### src/design/pcfg_pkg.sv
// Package for the port configuration strap decoder
package pcfg_pkg;
    localparam int NUM_DS_PORTS = 2;
    localparam int NUM_PORTS = 3;
    localparam logic [11:0] MPS_512_BYTES = 12'h200;
    localparam logic [11:0] MPS_256_BYTES = 12'h100;
    localparam logic [2:0] MPS_CODE_512 = 3'h2;
    localparam logic [2:0] MPS_CODE_256 = 3'h1;
    localparam logic [2:0] MPS_CODE_RST = 3'h1;
    localparam logic [11:0] SYNC_RST     = 12'h0;
    localparam logic        VALID_RST    = 1'h0;
    localparam logic        DEBUG_RST    = 1'h0;
    localparam logic        REFCLK_ON_RST = 1'h1;
    localparam logic        L1SS_RST     = 1'h0;
    localparam logic        DOUT_RST     = 1'h0;
    localparam logic        DOE_RST      = 1'h0;

    typedef struct packed {
        logic       vc1_enable;
        logic       vc_share_avail;
        logic       vc1_to_vc0;
        logic       polarity_detect_en;
        logic [2:0] max_payload_code;
        logic [1:0] slot_present;
        logic       common_refclk;
        logic [1:0] slot_wired;
    } pcfg_cfg_t;

    localparam pcfg_cfg_t CFG_RST = '{vc1_enable: 1'h0, vc_share_avail: 1'h0,
        vc1_to_vc0: 1'h1, polarity_detect_en: 1'h1, max_payload_code: MPS_CODE_RST,
        slot_present: 2'h0, common_refclk: 1'h0, slot_wired: 2'h0};

    typedef enum logic [1:0] {
        PCFG_IN_RESET,
        PCFG_SETTLE,
        PCFG_SAMPLE,
        PCFG_RUN
    } pcfg_state_t;
endpackage : pcfg_pkg

### src/design/pcfg_strap_decoder.sv
// Top of the port configuration strap decoder
module pcfg_strap_decoder (
    // Clock and reset
    input  wire logic                  CORE_CLK_I,
    input  wire logic                  RST_I,
    // Board straps
    input  wire logic                  SECOND_CHANNEL_ENABLE_STRAP_I,
    input  wire logic                  POLARITY_DETECT_DISABLE_STRAP_I,
    input  wire logic                  LARGE_PAYLOAD_STRAP_I,
    input  wire logic [1:0]            SLOT_PRESENCE_N_I,
    input  wire logic                  COMMON_REFCLK_STRAP_I,
    input  wire logic [1:0]            SLOT_WIRED_STRAP_I,
    input  wire logic                  SUBSTATE_VS_DEBUG_SELECT_I,
    // Switch core side
    input  wire logic [2:0]            PORT_STATUS_I,
    input  wire logic [2:0]            PORT_L1SS_REQ_I,
    output logic                       CFG_VALID_O,
    output pcfg_pkg::pcfg_cfg_t        CFG_O,
    output logic                       DEBUG_MODE_O,
    output logic [2:0]                 REFCLK_ON_O,
    output logic [2:0]                 PLL_ON_O,
    output logic [2:0]                 IN_L1SS_O,
    // Shared pin group
    input  wire logic [2:0]            REFCLK_REQUEST_N_I,
    output logic [2:0]                 LINK_STATE_DEBUG_OUT_O,
    output logic [2:0]                 LINK_STATE_DEBUG_OE_O
);
    // Two-flop synchronisers on every strap and clock request pin
    logic [11:0] sync1;
    logic [11:0] sync2;
    logic [11:0] next_sync1;
    logic [11:0] next_sync2;
    logic [11:0] pins;
    assign pins = {SECOND_CHANNEL_ENABLE_STRAP_I, POLARITY_DETECT_DISABLE_STRAP_I,
                   LARGE_PAYLOAD_STRAP_I, SLOT_PRESENCE_N_I, COMMON_REFCLK_STRAP_I,
                   SLOT_WIRED_STRAP_I, SUBSTATE_VS_DEBUG_SELECT_I, REFCLK_REQUEST_N_I};

    always_comb begin
        next_sync1 = pins;
        next_sync2 = sync1;
    end

    always_ff @(posedge CORE_CLK_I or posedge RST_I) begin
        if (RST_I) begin
            sync1 <= pcfg_pkg::SYNC_RST;
            sync2 <= pcfg_pkg::SYNC_RST;
        end else begin
            sync1 <= next_sync1;
            sync2 <= next_sync2;
        end
    end

    logic       s_vc1;
    logic       s_poldis;
    logic       s_mps;
    logic [1:0] s_slot_presence_n_n;
    logic       s_cclk;
    logic [1:0] s_wired;
    logic       s_sel;
    logic [2:0] s_req_n;
    assign {s_vc1, s_poldis, s_mps, s_slot_presence_n_n, s_cclk, s_wired, s_sel, s_req_n} = sync2;

    // Two waits after release so sync2 holds pin levels, not its reset zeros
    pcfg_pkg::pcfg_state_t state;
    pcfg_pkg::pcfg_state_t next_state;
    pcfg_pkg::pcfg_cfg_t   cfg;
    pcfg_pkg::pcfg_cfg_t   next_cfg;
    logic                  valid;
    logic                  next_valid;
    logic                  dbg;
    logic                  next_dbg;

    always_comb begin
        next_state = state;
        next_cfg   = cfg;
        next_valid = valid;
        next_dbg   = dbg;
        case (state)
            pcfg_pkg::PCFG_IN_RESET: begin
                next_state = pcfg_pkg::PCFG_SETTLE;
            end
            pcfg_pkg::PCFG_SETTLE: begin
                next_state = pcfg_pkg::PCFG_SAMPLE;
            end
            pcfg_pkg::PCFG_SAMPLE: begin
                next_state = pcfg_pkg::PCFG_RUN;
                next_valid = 1'h1;
                next_dbg   = s_sel;
                next_cfg.vc1_enable         = s_vc1;
                next_cfg.vc_share_avail     = 1'h0;
                next_cfg.vc1_to_vc0         = ~s_vc1;
                next_cfg.polarity_detect_en = ~s_poldis;
                next_cfg.max_payload_code   = s_mps ? pcfg_pkg::MPS_CODE_512
                                                    : pcfg_pkg::MPS_CODE_256;
                next_cfg.slot_present       = ~s_slot_presence_n_n;
                next_cfg.common_refclk      = s_cclk;
                next_cfg.slot_wired         = s_wired;
            end
            pcfg_pkg::PCFG_RUN: begin
                next_state = pcfg_pkg::PCFG_RUN;
            end
            default: begin
                next_state = pcfg_pkg::PCFG_IN_RESET;
            end
        endcase
    end

    always_ff @(posedge CORE_CLK_I or posedge RST_I) begin
        if (RST_I) begin
            state <= pcfg_pkg::PCFG_IN_RESET;
            cfg   <= pcfg_pkg::CFG_RST;
            valid <= pcfg_pkg::VALID_RST;
            dbg   <= pcfg_pkg::DEBUG_RST;
        end else begin
            state <= next_state;
            cfg   <= next_cfg;
            valid <= next_valid;
            dbg   <= next_dbg;
        end
    end

    // Shared pin group; clock gating only acts once straps are valid
    logic [2:0] refclk_on;
    logic [2:0] l1ss;
    logic [2:0] dout;
    logic [2:0] doe;

    // One handler per port, so a stuck pin spoils only its own port
    for (genvar p = 0; p < pcfg_pkg::NUM_PORTS; p++) begin : g_port
        pcfg_port_pins port_u (
            .clk_i       (CORE_CLK_I),
            .rst_i       (RST_I),
            .valid_i     (valid),
            .debug_i     (dbg),
            .req_n_i     (s_req_n[p]),
            .status_i    (PORT_STATUS_I[p]),
            .l1ss_req_i  (PORT_L1SS_REQ_I[p]),
            .refclk_on_o (refclk_on[p]),
            .in_l1ss_o   (l1ss[p]),
            .dout_o      (dout[p]),
            .doe_o       (doe[p])
        );
    end

    assign CFG_VALID_O            = valid;
    assign CFG_O                  = cfg;
    assign DEBUG_MODE_O           = dbg;
    assign REFCLK_ON_O            = refclk_on;
    assign PLL_ON_O               = refclk_on;
    assign IN_L1SS_O              = l1ss;
    assign LINK_STATE_DEBUG_OUT_O = dout;
    assign LINK_STATE_DEBUG_OE_O  = doe;
endmodule : pcfg_strap_decoder

// One port of the shared pin group
module pcfg_port_pins (
    // Clock and reset
    input  wire logic clk_i,
    input  wire logic rst_i,
    // Captured mode
    input  wire logic valid_i,
    input  wire logic debug_i,
    // Synchronised request pin and core status
    input  wire logic req_n_i,
    input  wire logic status_i,
    input  wire logic l1ss_req_i,
    // Per-port results
    output logic      refclk_on_o,
    output logic      in_l1ss_o,
    output logic      dout_o,
    output logic      doe_o
);
    logic refclk_on;
    logic next_refclk_on;
    logic l1ss;
    logic next_l1ss;
    logic dout;
    logic next_dout;
    logic doe;
    logic next_doe;

    // Clocks held on until the straps are known, so boot never stalls
    always_comb begin
        next_refclk_on = pcfg_pkg::REFCLK_ON_RST;
        next_l1ss      = pcfg_pkg::L1SS_RST;
        next_dout      = pcfg_pkg::DOUT_RST;
        next_doe       = pcfg_pkg::DOE_RST;
        if (valid_i && debug_i) begin
            next_doe  = 1'h1;
            next_dout = status_i;
        end else if (valid_i) begin
            next_refclk_on = ~req_n_i;
            next_l1ss      = req_n_i & l1ss_req_i;
        end
    end

    always_ff @(posedge clk_i or posedge rst_i) begin
        if (rst_i) begin
            refclk_on <= pcfg_pkg::REFCLK_ON_RST;
            l1ss      <= pcfg_pkg::L1SS_RST;
            dout      <= pcfg_pkg::DOUT_RST;
            doe       <= pcfg_pkg::DOE_RST;
        end else begin
            refclk_on <= next_refclk_on;
            l1ss      <= next_l1ss;
            dout      <= next_dout;
            doe       <= next_doe;
        end
    end

    assign refclk_on_o = refclk_on;
    assign in_l1ss_o   = l1ss;
    assign dout_o      = dout;
    assign doe_o       = doe;
endmodule : pcfg_port_pins

### config.mk
export PLATFORM = sky130hd
export DESIGN_NAME = pcfg_strap_decoder
export DESIGN_NICKNAME = d
export VERILOG_FILES = /design/src/design/pcfg_pkg.sv /design/src/design/pcfg_strap_decoder.sv
export SDC_FILE = /design/constraint.sdc
export NUM_CORES = 1
export LEC_CHECK = 0
export ABC_AREA = 1
export BUFFER_PORTS_ARGS = -buffer_cell sky130_fd_sc_hd__buf_2
export CORE_UTILIZATION = 40
export DETAILED_ROUTE_END_ITERATION = 8
export GPL_ROUTABILITY_DRIVEN = 0
export PLACE_DENSITY = 0.65
export SYNTH_ARGS = -nofsm -noshare
export SYNTH_HDL_FRONTEND = slang
export SYNTH_SLANG_ARGS = --single-unit
### constraint.sdc
create_clock -name CORE_CLK_I -period 1.5 [get_ports CORE_CLK_I]
set_input_delay 0.15 -clock CORE_CLK_I [delete_from_list [all_inputs] [get_ports CORE_CLK_I]]
set_output_delay 0.15 -clock CORE_CLK_I [all_outputs]
set_load 0.1 [all_outputs]
==> results.cfg, run 1 <==
[routing]
drtIter0Drc = 26
ant_nets = 0
wl_per_cell_um = 9.987
drc = 0
drt-pass1-iter-count = 4
routed_wl_um = 2297
via_count = 958
drt-vias-per-instance = 4.165

[logic_synthesis]
synth_area_um2 = 1624
synth_area_per_cell_um2 = 12.21
synth-seq-cells = 48
ys.flop_type = dfrtp_1
yosysMostFrequentCell = dfrtp_1
async_reset_ff_frac = 1.000
yosys_warnings = 0
synth_edf_count = 0
synth_seq_area_share = 0.7442
synth_top_area_frac = 0.6471
yosysTopAreaCell = dfrtp_1
netlist-cell-type-count = 12
yosys-top-cells-count = dfrtp_1 (42), nand2_1 (26), buf_4 (18)
postSynthCellCount = 133
synth_area_leaders = dfrtp_1 (65%), dfstp_2 (9.7%), buf_4 (8.3%), nand2_1 (6.0%), nand3_1 (4.3%)

[worst_setup_path]
critPathKind = flip-flop to primary output
startpoint_type = flip-flop
cp.arrival_ns = 1.25
crit_family = flip-flops
reg2reg_slack_ns = 0.38
crit_chain = buf_2
worstSetupEndpointType = primary output
r2r-end = CFG_O[6]
reg2reg_depth = 3
r2r-start = state[1]
critPathMaxFanout = 2
max_stage_delay_ns = 0.54
required_ns = 1.35
critPathBufInv = 1
slowest_stage = dfstp_2

[sta]
fmax_mhz = 715.6
rsz0062_at_grt = false
finalCriticalPeriod_ns = 1.397
drv_slew = 0
setup_viol = 0
fin_crit_sh = 0.9316
hold_viol_final = 0
clock_skew_ns = 0.005066
finalSetupTns_ns = 0

[global_routing]
grt_max_degree = 49
antenna_found_initial = 0
track_usage = 0.1253
grt.overflow.total = 0
grt_pass1_wl_um = 3808
grt_pass1_vias = 890

[clock_tree]
clock_path_buffers = 2
insertion_delay_ns = 0.29
cts_tree = built
cts-root-buf = clkbuf_8
cts_buffers = 5
clock-sinks = 48
htree_levels = 2
path_clk_slew_ns = 0.08

[cells_and_area]
nNetsFinal = 201
diodes = 0
multi_input_area_um2 = 203.9
drive_gt1_frac = 0.3516
area_growth_pct = 25.50
final.fill_count = 310
seqCellArea_um2 = 1209

[floorplanning]
core_area_um2 = 3771
start_util = 0.4307
die_w_um = 65.72
io_pins = 49
rows = 22
die_h_um = 65.72
die_area_um2 = 4319

[power]
vdd_drop_max_mv = 0.7666
p_leak_nw = 1.083
power_mw = 2.754
p_per_area_nw_per_um2 = 1351

[placed_design]
io_buffers = 46
dp_hpwl_um = 1543

[outcome]
outcome = completed

[hold_path]
hold_depth = 3
holdPathEnd = g_port[2].port_u.dout_o
worstHoldStart = PORT_STATUS_I[2]
hold_path_class = input port to flip-flop

[flow_run]
max_cap_viol_count = 0
-- what timing repair did --
| action | CTS | global route |
|---|---|---|
| hold buffers | 13 | 0 |
| gates resized for setup | 0 | 0 |
| setup buffers | 0 | 0 |
| hold endpoints to repair | 54 | 0 |
-- flip-flops by register name, indices dropped and copies added, names as in the netlist --
| register | count |
|---|---|
| next_sync2 | 12 |
| sync2 | 12 |
| CFG_O | 10 |
| g_port.port_u.dout_o | 3 |
| g_port.port_u.in_l1ss_o | 3 |
| g_port.port_u.refclk_on_o | 3 |
| state | 2 |
| CFG_VALID_O | 1 |
| DEBUG_MODE_O | 1 |
| g_port.port_u.doe_o | 1 |
-- kinds of logic after synthesis --
logic type             count (synthesis)  synth area share
buffers and inverters                 37            0.1325
and+or+nand+nor                       47            0.1210
other                                  1          0.002309
DFF                                   48            0.7442
-- layer usage --
metal / vias to the layer above / wire length [µm] / part of all wire / GRT usage
met1: 445 / 921 / 0.40 / 0.1272
li1: 471 / - / - / -
met2: 36 / 1186 / 0.52 / 0.2054
met4: 0 / 44 / 0.019 / 0.07609
met5: - / 0 / 0 / 0
met3: 6 / 145 / 0.063 / 0.06076
-- stage by stage --
step           std cells  setup WS, ns  hold WS, ns    util  instance area (µm²)
4_1_cts              230       0.08920      0.04618  0.5405                 2038
6_report             230        0.1026      0.05391  0.5405                 2038
3_5_place_dp         209        0.3855       0.2067  0.4738                 1787
2_1_floorplan        134        0.1209       0.1814       -                 1628
5_1_grt              230       0.06594      0.05028  0.5405                 2038
3_3_place_gp         209        0.3955       0.1978  0.4738                 1787
-- how the worst max path moves through the flow --
stage	start	to	slack [ns]	cells after the start
6_report	CFG_O[8]	CFG_O[8]	0.10	1
2_1_floorplan	DEBUG_MODE_O	g_port[0].port_u.in_l1ss_o	0.12	3
3_3_place_gp	state[1]	CFG_O[2]	0.40	3
4_1_cts	CFG_O[8]	CFG_O[8]	0.09	1
5_1_grt	CFG_O[8]	CFG_O[8]	0.07	1
3_5_place_dp	state[1]	CFG_O[11]	0.39	3
-- where the power goes --
| group | switching (mW) | internal [mW] |
|---|---|---|
| Clock | 0.403 | 0.545 |
| Sequential | 0.0211 | 1.36 |
| Combinational | 0.348 | 0.0790 |
-- worst min-delay path, delay by kind of cell --
family                 cells  cell delay [ns]
buffers and inverters      2             0.14
and+or+nand+nor            1             0.03
-- cell type report --
| type | instances | share of cell area |
|---|---|---|
| Tap cell | 48 | 0.02947 |
| Inverter | 17 | 0.03131 |
| Timing Repair Buffer | 60 | 0.1866 |
| Clock buffer | 6 | 0.04052 |
| Multi-Input combinational cell | 49 | 0.1001 |
| Sequential cell | 48 | 0.5930 |
| Clock inverter | 2 | 0.01903 |
-- layout by cell type (no fill, tap or decap), types with 2 or more instances in the layout --
cell / Yosys / layout
nand3_1: 14 / 14
dfrtp_1: 42 / 42
nor2_1: 6 / 6
conb_1: 1 / 2
buf_2: 1 / 46
inv_1: 16 / 15
clkbuf_8: 0 / 6
nand2_1: 26 / 26
dlygate4sd3_1: 0 / 13
dfstp_2: 6 / 6
inv_2: 1 / 2
(Power assumes the default switching activity.)
==> run 2: changes to the inputs <==
--- a/config.mk
+++ b/config.mk
@@ -8,6 +8,7 @@
 export ABC_AREA = 1
 export BUFFER_PORTS_ARGS = -buffer_cell sky130_fd_sc_hd__buf_2
 export CORE_UTILIZATION = 40
+export CTS_BUF_LIST = sky130_fd_sc_hd__clkbuf_4
 export DETAILED_ROUTE_END_ITERATION = 8
 export GPL_ROUTABILITY_DRIVEN = 0
 export PLACE_DENSITY = 0.65
==> run 2 against run 1 <==
Effect of this change:
- worst hold slack improved by 0.30 ns
- sequential share of layout area decreased by 1.0 points
- maximum frequency shrank 4.5%
- global-route usage rose by 0.18 points
- critical endpoint is now REFCLK_ON_O[2]
- core utilization up 0.96 points
- die area unchanged
- via count grew 4.5%
- largest power group unchanged
- wire length is 3.0% higher
- clock power shrank 22%
- total power down 7.0%
==> results.cfg, run 2 (same netlist as run 1, synthesis figures left out) <==
[power]
p_leak_nw = 1.097
pwr-share-comb = 0.173
p_seq_frac = 0.540
power_mw = 2.561
p_per_area_nw_per_um2 = 1234
vdd_drop_max_mv = 0.5883
clkPwrFrac = 0.287
power.switching_mw = 0.7582
p_int_mw = 1.802
swShare = 0.2961

[clock_tree]
cts_setup_buffers = 0
cts-root-buf = clkbuf_4
insertion_delay_ns = 0.35
clock_path_buffers = 2
clock-sinks = 48
htree_levels = 2
path_clk_slew_ns = 0.13
cts_buffers = 5
cts_tree = built

[sta]
hold_viol_final = 0
rsz0062_at_grt = true
finalCriticalPeriod_ns = 1.463
drv_slew = 0
clock_skew_ns = 0.008791
fmax_mhz = 683.5
fin_crit_sh = 0.9754
setup_viol = 0
setup_ws_ns = 0.03691

[routing]
via_count = 1001
drtIter0Drc = 22
routed_wl_um = 2367
drc = 0
ant_nets = 0
drt-vias-per-instance = 4.242
wl_per_cell_um = 10.03
drt-pass1-iter-count = 4

[flow_run]
max_cap_viol_count = 0

[cells_and_area]
diodes = 0
final_cell_mix = dfrtp_1 (42), buf_2 (39), nand2_1 (26)
layout_commonest_cell = dfrtp_1
nNetsFinal = 207
drive_gt1_frac = 0.3351
final.fill_count = 310
area_growth_pct = 27.73

[floorplanning]
io_pins = 49
rows = 22
die_h_um = 65.72
die_area_um2 = 4319
core_area_um2 = 3771
start_util = 0.4307
die_w_um = 65.72

[worst_setup_path]
worstSetupEndpointType = primary output
max_stage_delay_ns = 0.54
cp.arrival_ns = 1.31
critPathBufInv = 1
slowest_stage = dfstp_2
critPathMaxFanout = 2
critPathKind = flip-flop to primary output
crit_chain = buf_2
crit_family = flip-flops
startpoint_type = flip-flop
required_ns = 1.35

[placed_design]
io_buffers = 46
pre_cts_slack_ns = 0.3855
dp_hpwl_um = 1543

[hold_path]
hold_path_class = flip-flop to flip-flop

[global_routing]
grt.overflow.total = 0
track_usage = 0.1272
antenna_found_initial = 0
grt_pass1_vias = 897
grt_max_degree = 49
grt_pass1_wl_um = 3857

[outcome]
outcome = completed
run 2: metal layers:
metal  vias to the layer above  GRT usage  share of wire
met3                         5    0.05556          0.068
met1                       469     0.1305           0.40
li1                        485          -              -
met5                         -          0              0
met4                         0    0.08152          0.022
met2                        42     0.2092           0.51
run 2: worst paths after layout:
| kind | from | end | slack, ns | cells past startpoint |
|---|---|---|---|---|
| setup / recovery | g_port[2].port_u.refclk_on_o | REFCLK_ON_O[2] | 0.04 | 1 |
| max in group asynchronous | RST_I | CFG_O[8] | 0.86 | 4 |
| hold / removal | next_sync2[1] | sync2[1] | 0.35 | 0 |
| min in group asynchronous | RST_I | sync2[0] | 0.36 | 4 |
| hold reg to reg | next_sync2[1] | sync2[1] | 0.35 | 0 |
| setup reg to reg | state[1] | CFG_O[6] | 0.38 | 3 |
run 2: power groups by stage:
stage | logic (mW) | registers, mW | clock network (mW)
6_report | 0.443 | 1.38 | 0.735
5_1_grt | 0.465 | 1.39 | 0.826
4_1_cts | 0.442 | 1.38 | 0.761
3_5_place_dp | 0.405 | 1.41 | 0
3_3_place_gp | 0.401 | 1.40 | 0
2_1_floorplan | 0.248 | 1.52 | 0
run 2: metrics by stage:
step           instance area (µm²)  cells  hold WS [ns]  TNS (ns)  utilization
6_report                      2074    236        0.3541         0       0.5501
5_1_grt                       2074    236        0.3553  -0.04215       0.5501
4_1_cts                       2057    236        0.3467         0       0.5455
3_5_place_dp                  1787    209        0.2067         0       0.4738
3_3_place_gp                  1787    209        0.1978         0       0.4738
2_1_floorplan                 1628    134        0.1814         0            -
run 2: final cells by class:
type,count,area [µm²],area share
inverter,17,63.81,0.03076
sequential,48,1209,0.5826
tap,48,60.06,0.02895
clock inverter,3,42.54,0.02051
multi-input combinational,49,203.9,0.09831
timing repair buffer,66,457.9,0.2207
clock buffer,5,37.54,0.01809
run 2: repair_timing:
| item | CTS | global route |
|---|---|---|
| endpoints found under the setup margin | 0 | 9 |
| endpoints found under the hold margin | 60 | 0 |
| hold buffers | 19 | 0 |
| resized for setup | 0 | 7 |
==> run 3: changes to the inputs <==
--- a/config.mk
+++ b/config.mk
@@ -7,11 +7,14 @@
 export LEC_CHECK = 0
 export ABC_AREA = 1
 export BUFFER_PORTS_ARGS = -buffer_cell sky130_fd_sc_hd__buf_2
+export CELL_PAD_IN_SITES_DETAIL_PLACEMENT = 0
+export CELL_PAD_IN_SITES_GLOBAL_PLACEMENT = 1
 export CORE_UTILIZATION = 40
 export CTS_BUF_LIST = sky130_fd_sc_hd__clkbuf_4
 export DETAILED_ROUTE_END_ITERATION = 8
 export GPL_ROUTABILITY_DRIVEN = 0
-export PLACE_DENSITY = 0.65
+export PLACE_DENSITY = 0.8
+export SETUP_SLACK_MARGIN = 0.5
 export SYNTH_ARGS = -nofsm -noshare
 export SYNTH_HDL_FRONTEND = slang
 export SYNTH_SLANG_ARGS = --single-unit
==> run 3 against run 2 <==
Effect of this change:
- total power up 5.4%
- maximum frequency rose by 10%
- sequential share of layout area shrank 9.7 points
- wire length grew 18%
- clock power down 0.8%
- clock-buffer cell count rose by 1
- core utilization up 13 points
- largest power group unchanged
- final area is 23% higher
==> results.cfg, run 3 (same netlist as run 1, synthesis figures left out) <==
[outcome]
outcome = completed

[worst_setup_path]
crit_chain = buf_12
cp.arrival_ns = 1.18
worstSetupEndpointType = primary output
r2r-start = DEBUG_MODE_O
critPathKind = flip-flop to primary output
worstSetupStartpoint = CFG_O[9]
r2r-end = g_port[1].port_u.in_l1ss_o
required_ns = 1.35
max_stage_delay_ns = 0.65
slowest_stage = dfstp_4
critPathBufInv = 1
reg2reg_depth = 4
reg2reg_slack_ns = 0.54
startpoint_type = flip-flop
critPathMaxFanout = 2
crit_family = flip-flops

[power]
p_leak_nw = 1.241
clkPwrFrac = 0.270
p_int_mw = 1.932
power.switching_mw = 0.7677
vdd_drop_max_mv = 0.6049
p_seq_frac = 0.522
p_per_area_nw_per_um2 = 1059
swShare = 0.2843
pwr-share-comb = 0.208

[routing]
via_count = 1028
routed_wl_um = 2793
drc = 0
ant_nets = 0
drt-pass1-iter-count = 4
drtIter0Drc = 30
wl_per_cell_um = 11.64
drt-vias-per-instance = 4.283

[clock_tree]
clock-sinks = 48
clock_path_buffers = 2
path_clk_slew_ns = 0.13
htree_levels = 2
cts-root-buf = clkbuf_4
insertion_delay_ns = 0.35
cts_tree = built
cts_buffers = 5

[cells_and_area]
drive_gt1_frac = 0.4503
final.fill_count = 258
nNetsFinal = 210
final_cell_mix = dfrtp_1 (31), nand2_1 (25), buf_12 (21)
multi_input_area_um2 = 256.5
layout_commonest_cell = dfrtp_1
seqCellArea_um2 = 1239
area_growth_pct = 57.01

[floorplanning]
die_h_um = 65.72
rows = 22
die_area_um2 = 4319
io_pins = 49
die_w_um = 65.72
core_area_um2 = 3771
start_util = 0.4307

[sta]
finalCriticalPeriod_ns = 1.329
fmax_mhz = 752.3
setup_viol = 0
drv_slew = 0
setup_ws_ns = 0.1708
fin_crit_sh = 0.8862
clock_skew_ns = 0.01062
hold_viol_final = 0
finalSetupTns_ns = 0
fin_hold_ws_ns = 0.3277
rsz0062_at_grt = true

[placed_design]
io_buffers = 46
dp_hpwl_um = 1613
pre_cts_slack_ns = 0.3412

[hold_path]
hold_path_class = input port to asynchronous set/reset pin

[global_routing]
grt_max_degree = 31
grt_pass1_vias = 1042
track_usage = 0.1496
antenna_found_initial = 1
grt.overflow.total = 0
grt_pass1_wl_um = 4491

[flow_run]
max_cap_viol_count = 0
-- run 3: changes by cell type in the layout (fill, tap and decap cells not counted), sizes merged --
cell | previous run | this run
buf | 40 | 50
clkbuf | 12 | 6
clkinv | 2 | 1
clkinvlp | 0 | 1
diode | 0 | 1
inv | 17 | 16
-- run 3: worst max-delay path by stage --
stage	slack (ns)	end	depth (start not counted)
final	0.17	CFG_O[9]	1
after global routing	0.12	CFG_O[9]	1
after CTS	0.16	CFG_O[9]	1
after detailed placement	0.34	CFG_O[5]	1
after global placement	0.35	CFG_O[5]	1
after floorplan	0.52	g_port[0].port_u.in_l1ss_o	3
-- run 3: power groups by stage --
stage	Combinational (mW)	Clock, mW	Sequential, mW
final	0.561	0.729	1.41
after global routing	0.586	0.815	1.42
after CTS	0.530	0.757	1.40
after detailed placement	0.411	0	1.41
after global placement	0.406	0	1.41
after floorplan	0.248	0	1.52
-- run 3: area by class of cell --
type / count / share of cell area
clock inverter: 2 / 0.01374
inverter: 17 / 0.02944
sequential: 48 / 0.4858
timing repair buffer: 69 / 0.3283
clock buffer: 6 / 0.01766
antenna: 1 / 0.0009814
tap: 48 / 0.02355
multi-input combinational: 49 / 0.1006
-- run 3: timing repair --
item,CTS,global route
buffers inserted,3,0
hold endpoints to repair,33,0
setup endpoints to repair,39,42
resized for setup,83,32
hold buffers,19,0
pin swaps,0,2
-- run 3: routing by layer --
layer / part of all wire / routed length, µm / up-vias / track usage
met1: 0.35 / 975 / 492 / 0.1440
met2: 0.56 / 1556 / 38 / 0.2513
met5: 0 / 0 / - / 0
met3: 0.048 / 134 / 8 / 0.05903
met4: 0.045 / 126 / 0 / 0.1168
li1: - / - / 490 / -
-- run 3: through the flow --
| stage | cell area [µm²] | utilization | total power [mW] | instances |
|---|---|---|---|---|
| finish | 2550 | 0.6762 | 2.700 | 240 |
| global route | 2550 | 0.6762 | 2.818 | 240 |
| CTS | 2419 | 0.6413 | 2.688 | 239 |
| detailed placement | 1833 | 0.4861 | 1.823 | 209 |
| global placement | 1833 | 0.4861 | 1.815 | 209 |
| floorplan | 1659 | - | 1.771 | 134 |
